**src/mabi_pkg.sv**
```systemverilog
// package for the host-side converter bus controller
// assumes a 20 MHz ref_clk; all times derived from it
package mabi_pkg;
  // ****************************************
  // timing
  // ****************************************
  localparam int CLK_PERIOD_NS = 50;
  localparam int CONV_TIME_NS = 2000;      // conversion_time, typical
  localparam int CONV_MARGIN_NS = 600;     // guard beyond typical
  localparam int RECOVERY_TIME_NS = 500;   // recovery_time
  localparam int READ_GAP_NS = 2500;       // least gap between reads, mode 1
  localparam int STROBE_NS = 150;          // read strobe low time, mode 1
  // least times round up
  localparam int RECOVERY_CYC =
    (RECOVERY_TIME_NS + CLK_PERIOD_NS - 1) / CLK_PERIOD_NS;
  localparam int READ_GAP_CYC =
    (READ_GAP_NS + CLK_PERIOD_NS - 1) / CLK_PERIOD_NS;
  localparam int STROBE_CYC = (STROBE_NS + CLK_PERIOD_NS - 1) / CLK_PERIOD_NS;
  // longest wait for ready before giving up
  localparam int TIMEOUT_CYC =
    (CONV_TIME_NS + CONV_MARGIN_NS + CLK_PERIOD_NS - 1) / CLK_PERIOD_NS;
  localparam int CNT_W = 8;
  // ****************************************
  // reset values
  // ****************************************
  localparam logic [7:0] RESULT_RST = 8'h00;
  localparam logic [2:0] CHAN_RST = 3'h0;
  // ****************************************
  // controller states
  // ****************************************
  typedef enum logic [5:0] {
    ST_IDLE   = 6'b000001,
    ST_SETUP  = 6'b000010,
    ST_WAITRD = 6'b000100,
    ST_STROBE = 6'b001000,
    ST_END    = 6'b010000,
    ST_GAP    = 6'b100000
  } mabi_state_e;
endpackage : mabi_pkg

```
**src/mabi_sync.sv**
```systemverilog
// three-stage synchroniser for pin inputs
// assumes input is asynchronous to clk; output changes once stages agree
`timescale 1ns/1ps
module mabi_sync #(
  parameter int W = 1,
  parameter logic [W-1:0] INIT = '0
) (
  // clock and reset
  input wire logic clk,
  input wire logic rst_n,
  // pins in, filtered out
  input wire logic [W-1:0] pin_in,
  output logic [W-1:0] pin_out
);
  logic [W-1:0] s1_r;
  logic [W-1:0] s2_r;
  logic [W-1:0] s3_r;
  logic [W-1:0] q_r;
  // ****************************************
  // shift chain; s1 only feeds s2 (metastability)
  // ****************************************
  always_ff @(posedge clk) begin
    if (!rst_n) begin
      s1_r <= INIT;
      s2_r <= INIT;
      s3_r <= INIT;
    end else begin
      s1_r <= pin_in;
      s2_r <= s1_r;
      s3_r <= s2_r;
    end
  end
  // accept a new level only when second and third agree, per bit
  always_ff @(posedge clk) begin
    if (!rst_n) begin
      q_r <= INIT;
    end else begin
      q_r <= (s2_r & s3_r) | (q_r & (s2_r ^ s3_r));
    end
  end
  assign pin_out = q_r;
endmodule : mabi_sync

```
**src/mabi_host.sv**
```systemverilog
// host controller that drives the multichannel converter bus pins
// assumes converter pins wired directly; ready is open drain with pull-up
`timescale 1ns/1ps
module mabi_host
  import mabi_pkg::*;
#(
  parameter int CHAN_W = 3,
  parameter int DATA_W = 8
) (
  // clock and reset
  input wire logic ref_clk,
  input wire logic rst_n,
  // user request
  input wire logic req_valid,
  input wire logic req_wait_mode,
  input wire logic [CHAN_W-1:0] req_chan,
  output logic req_ready,
  // user answer
  output logic rsp_valid,
  output logic [DATA_W-1:0] rsp_data,
  output logic rsp_timeout,
  // converter pins
  output logic cs_n,
  output logic rd_n,
  output logic [CHAN_W-1:0] chan_sel,
  input wire logic [DATA_W-1:0] result_bus,
  input wire logic int_n,
  input wire logic rdy_n
);
  mabi_state_e state_r;
  mabi_state_e state_nxt;
  logic [CNT_W-1:0] cnt_r;
  logic mode_r;
  logic [DATA_W-1:0] data_s;
  logic int_n_s;
  logic rdy_s;
  logic rdy_seen_r;
  logic done_s;

  // ****************************************
  // pin synchronisers
  // ****************************************
  mabi_sync #(.W(DATA_W + 2), .INIT({{DATA_W{1'b0}}, 2'b11})) u_sync (
    .clk(ref_clk),
    .rst_n(rst_n),
    .pin_in({result_bus, int_n, rdy_n}),
    .pin_out({data_s, int_n_s, rdy_s})
  );

  // wait mode ends when ready, once seen low, is released and done is low;
  // done alone is not enough: after a pipelined read it stays low
  assign done_s = rdy_seen_r & rdy_s & ~int_n_s;
  assign req_ready = (state_r == ST_IDLE);

  // ****************************************
  // sequencer
  // ****************************************
  always_comb begin
    state_nxt = state_r;
    case (state_r)
      ST_IDLE: begin
        if (req_valid) begin
          state_nxt = ST_SETUP;
        end
      end
      ST_SETUP: begin
        // address settles with select low one cycle before strobe
        state_nxt = mode_r ? ST_WAITRD : ST_STROBE;
      end
      ST_WAITRD: begin
        // ready low first; wait till it is released and done is low
        if (done_s || cnt_r == CNT_W'(TIMEOUT_CYC)) begin
          state_nxt = ST_END;
        end
      end
      ST_STROBE: begin
        if (cnt_r == CNT_W'(STROBE_CYC)) begin
          state_nxt = ST_END;
        end
      end
      ST_END: begin
        state_nxt = ST_GAP;
      end
      ST_GAP: begin
        // recovery in wait mode, read spacing in pipelined mode
        if (mode_r ? (cnt_r >= CNT_W'(RECOVERY_CYC))
                   : (cnt_r >= CNT_W'(READ_GAP_CYC))) begin
          state_nxt = ST_IDLE;
        end
      end
      default: begin
        state_nxt = ST_IDLE;
      end
    endcase
  end

  always_ff @(posedge ref_clk) begin
    if (!rst_n) begin
      state_r <= ST_IDLE;
    end else begin
      state_r <= state_nxt;
    end
  end

  // cycle counter restarts on each state change
  always_ff @(posedge ref_clk) begin
    if (!rst_n) begin
      cnt_r <= '0;
    end else if (state_nxt != state_r) begin
      cnt_r <= '0;
    end else if (cnt_r != '1) begin
      cnt_r <= cnt_r + CNT_W'(1);
    end
  end

  // the sync chain still shows released ready for a few cycles after
  // select falls, so a release only counts once the low level came through
  always_ff @(posedge ref_clk) begin
    if (!rst_n) begin
      rdy_seen_r <= 1'b0;
    end else if (state_r == ST_IDLE) begin
      rdy_seen_r <= 1'b0;
    end else if (state_r == ST_WAITRD && !rdy_s) begin
      rdy_seen_r <= 1'b1;
    end
  end

  // ****************************************
  // request capture
  // ****************************************
  always_ff @(posedge ref_clk) begin
    if (!rst_n) begin
      mode_r <= 1'b0;
    end else if (state_r == ST_IDLE && req_valid) begin
      mode_r <= req_wait_mode;
    end
  end

  // ****************************************
  // pin drive: select wraps strobe so device never sees lone strobe
  // ****************************************
  always_ff @(posedge ref_clk) begin
    if (!rst_n) begin
      cs_n <= 1'b1;
      rd_n <= 1'b1;
      chan_sel <= CHAN_W'(CHAN_RST);
    end else begin
      cs_n <= ~(state_nxt inside {ST_SETUP, ST_WAITRD, ST_STROBE});
      rd_n <= ~(state_nxt inside {ST_WAITRD, ST_STROBE});
      // address comes straight from the request so it stands with select
      if (state_r == ST_IDLE && req_valid) begin
        chan_sel <= req_chan;
      end
    end
  end

  // ****************************************
  // answer: sample data while strobe still low (floats afterwards)
  // ****************************************
  always_ff @(posedge ref_clk) begin
    if (!rst_n) begin
      rsp_valid <= 1'b0;
      rsp_data <= DATA_W'(RESULT_RST);
      rsp_timeout <= 1'b0;
    end else begin
      rsp_valid <= 1'b0;
      if (state_r == ST_END) begin
        rsp_valid <= 1'b1;
        rsp_data <= data_s;
        rsp_timeout <= mode_r & ~done_s;
      end
    end
  end
endmodule : mabi_host

```
**config.mk**
```make
export PLATFORM = sky130hd
export DESIGN_NAME = mabi_host
export DESIGN_NICKNAME = d
export VERILOG_FILES = /design/src/mabi_pkg.sv /design/src/mabi_sync.sv /design/src/mabi_host.sv
export SDC_FILE = /design/constraint.sdc
export NUM_CORES = 1
export LEC_CHECK = 0
export BUFFER_PORTS_ARGS = -buffer_cell sky130_fd_sc_hd__buf_2
export CAP_MARGIN = 20
export CORE_ASPECT_RATIO = 0.5
export CORE_MARGIN = 2
export CORE_UTILIZATION = 50
export CTS_CLUSTER_DIAMETER = 80
export DETAILED_ROUTE_END_ITERATION = 8
export GPL_TIMING_DRIVEN = 0
export PLACE_DENSITY = 0.76
export RECOVER_POWER = 100
export SLEW_MARGIN = 10
export SYNTH_ARGS = -nofsm -noshare
export SYNTH_HDL_FRONTEND = slang
export SYNTH_SLANG_ARGS = --single-unit
```
**constraint.sdc**
```tcl
create_clock -name ref_clk -period 2.9 [get_ports ref_clk]
set_clock_uncertainty 0.05 [all_clocks]
set_input_delay 0.29 -clock ref_clk [delete_from_list [all_inputs] [get_ports ref_clk]]
set_output_delay 0.29 -clock ref_clk [all_outputs]
set_load 0.03 [all_outputs]
```
==> summary.md <==
| Metric | Value |
|---|---|
| Status | `finished clean` |
| Post_cts resized | `0` |
| Mapped Avg Cell Area | `between 10 and 15 sq um` |
| Initial core utilization | `a little over half` |
| Syn Nets | `293` |
| Unrepaired setup endpoints after global routing | `false` |
| Vias in the first global route | `1888` |
| # Post-CTS Setup Buffers | `0` |
| Fillers | `448` |
| Sequential share of the synthesized area | `53.0%` |
| Main combinational cell family by area after synthesis | `simple AND/OR/NAND/NOR gates` |
| Cts bufs inserted | `9` |
| DR iter-0 viols | `46` |
| Slowest stage cell, crit path | `or4_1` |
| Worst endpoint required time | `between 3 and 4 ns` |
| First-pass GRT wire length | `8.42 mm` |
| Post-synthesis cell count | `263` |
| CP Capture Type | `flop` |
| Highest net fanout along the worst path | `8` |
| Die X | `108 um` |
| Synth warn | `0` |
| Syn-to-layout area delta | `13.9%` |
| Synth Cell Area | `0.00268 sq mm` |
| Via density | `5.23` |
| DR vias | `1996` |
| Synth Area in Compound Gates | `9.01%` |
| EDFF count, synth | `0` |
| Post-route cell area | `0.00305 sq mm` |
| Die area | `0.00600 sq mm` |
| ANT cells | `0` |
| Critical Path AT | `between 2 and 3 ns` |
| Critical-path cell list | `or4_1, clkbuf_1, nor3_4, a211oi_1, a41oi_1, xnor2_2, nor4_2` |
| GRT Util Overall | `18.5%` |
| P per Cell Area | `596 mW/mm^2` |
| Final hold viol count | `0` |
| DR DRC count | `0` |
| Post-synthesis async set-or-reset flop share | `0%` |
| CP max stage delay | `0.53 ns` |
| Crit path launch type | `flop` |
| Leak Pwr | `roughly 1.3 nW` |
| WL final | `slightly below 5 mm` |
| # hold bufs at CTS | `0` |
| CTS tree | `built` |
| Placeable Area | `around 0.0050 sq mm` |
| Post-Synth Simple-Gate Area | `22.6%` |
| Final #Nets | `337` |
| Setup_tns | `0 ns` |
| Max Freq | `393 MHz` |
| Post-synthesis register bit count | `71` |
| Max VDD drop | `330 uV` |
| Post-synthesis mux area share | `4.48%` |
| Root Driver | `clkbuf_8` |
| CTS clock-pin slew for the worst setup and hold paths | `~0.070 ns` |
| DP Wirelength | `between 3 and 4 mm` |
| Synth Area in XOR/XNOR | `under 10%` |
| Worst-skew pair later-pin latency | `around 0.35 ns` |
| Total clock sinks | `71` |
| Worst Setup Path Type | `reg -> reg` |
| Initial antenna violation count | `0` |
| Fin util | `roughly 61%` |
| PortBufs | `32` |
| Adder-Cell Fraction of Synth Area | `6.07%` |
| Post-DRT Antenna Nets | `0` |
| GR Overflow Total | `0` |
| Row cnt | `18` |
| Share of cells above drive strength 1 | `10.6%` |
| Max Cap Violations | `0` |
| Final setup viols | `0` |
| Worst-Margin Slew | `0.632 ns` |
| CTS Buffer Depth | `2` |
| Max H-tree Level | `3` |
| Largest net degree at the start of global routing | `13` |
| Yosys cell types | `43` |
| Cell Area, Placed | `0.00293 sq mm` |
| Routed WL per cell | `around 13 um` |
| Slew headroom | `between 50% and 60%` |
| IO Pins | `33` |
| Final period util | `between 80 and 90%` |
| Fin. max-slew vios | `0` |
| First-pass DRT Iterations | `4` |
| Ys flop type | `dfxtp_1` |
| Final Critical Period | `2.54 ns` |
| Die Span Y | `55.8 um` |
| Worst hold slack | `~0.065 ns` |
| Worst hold path class | `in -> reg` |
| RePlAce Congestion | `0.886` |
==> cell families (layout without fill, tap and decap cells) <==
| logic type | count (synthesis) | count (layout) |
|---|---|---|
| compound gates | 35 | 35 |
| xor+xnor | 4 | 4 |
| fa+ha+maj | 13 | 13 |
| buf+inv | 19 | 68 |
| flops | 71 | 71 |
| mux | 12 | 12 |
| simple gates | 109 | 109 |
==> cells in the final DEF, fill, tap and decap left out, types with 2 or more instances in the layout <==
cell,synthesis,layout
nor4_1,3,3
a21oi_1,13,13
ha_1,13,13
clkinv_4,0,2
o31ai_1,2,2
dfxtp_1,71,71
buf_2,0,15
nor3b_1,2,2
nor2_1,32,32
nand4_1,2,2
xor2_1,2,2
a31oi_1,3,3
inv_1,6,6
nor3_1,11,11
o21ai_0,3,3
nor4b_1,4,4
nand2_1,7,7
clkinv_2,0,2
mux2i_1,12,12
a211o_1,3,3
clkbuf_1,9,32
nand2b_1,7,7
o21a_1,3,3
and2_0,0,10
nand3_1,7,7
clkbuf_8,0,9
and2_1,25,15
==> metrics by stage <==
step | power [mW] | worst slack [ns] | cells
finish | 1.82 | 0.356 | 382
floorplan | 1.13 | 0.732 | 263
global placement | 1.16 | 0.497 | 365
CTS | 1.84 | 0.410 | 381
global route | 1.90 | 0.132 | 382
detailed placement | 1.17 | 0.434 | 365
==> cell type report <==
type,count,area [sq um],area share (%)
Clock inverter,5,35.0,1.15
Inverter,6,22.5,0.738
Sequential cell,71,1420,46.6
Tap cell,70,87.6,2.87
Multi-Input combinational cell,173,1160,37.9
Timing Repair Buffer,33,143,4.67
Clock buffer,11,131,4.30
Buffer,13,56.3,1.84
==> sequential cells by signal, summed over array words and instances, names as in the netlist <==
name,count
cnt_r,8
u_sync.s1_r,10
state_r,6
rsp_data,8
mode_r,1
u_sync.pin_out,10
rdy_seen_r,1
rsp_timeout,1
chan_sel,3
u_sync.s2_r,10
u_sync.s3_r,10
rd_n,1
cs_n,1
rsp_valid,1
==> path summary, 6_finish.rpt <==
| path | start | end | slack (ns) | cells past startpoint |
|---|---|---|---|---|
| worst max-delay path | state_r[2] | cnt_r[6] | 0.36 | 7 |
| worst min-delay path | rdy_n | u_sync.s1_r[0] | 0.06 | 2 |
| worst max register to register | state_r[2] | cnt_r[6] | 0.36 | 7 |
| worst min register to register | u_sync.s1_r[0] | u_sync.s2_r[0] | 0.36 | 1 |
==> cell usage after synthesis (all sizes together), types with 4 or more instances <==
cell    instances  area share (%)
nor4b           4             1.3
nand2b          7             1.6
nand2           7            0.98
ha             13             6.1
mux2i          12             4.5
clkbuf          9             1.3
nand3           7             1.3
dfxtp          71              53
nor4            4             1.2
buf             4             1.1
inv             6            0.84
and2           25             5.8
nor2           32             4.5
a21oi          13             2.4
nor3           12             2.7
==> critical path, delay by kind of cell (launching register included) <==
family	cells	cell delay, ns
AND/OR/NAND/NOR	3	1.15
flip-flops	1	0.38
AO/OA/AOI/OAI	2	0.46
buffers and inverters	1	0.20
XOR/XNOR	1	0.22
==> metal layers <==
metal	vias up	track usage [%]	part of all wire, %
met5	-	0	0
met4	0	9.16	2.3
met3	10	7.38	4.0
met2	34	30.0	49
met1	948	21.3	45
li1	1004	-	-
==> power breakdown <==
group	total, mW	internal [mW]	switching (mW)
Clock	0.676	0.310	0.366
Sequential	1.02	1.00	0.0145
Combinational	0.125	0.0465	0.0786
Total	1.82	1.36	0.459
Power figures use the tool's default switching activity.
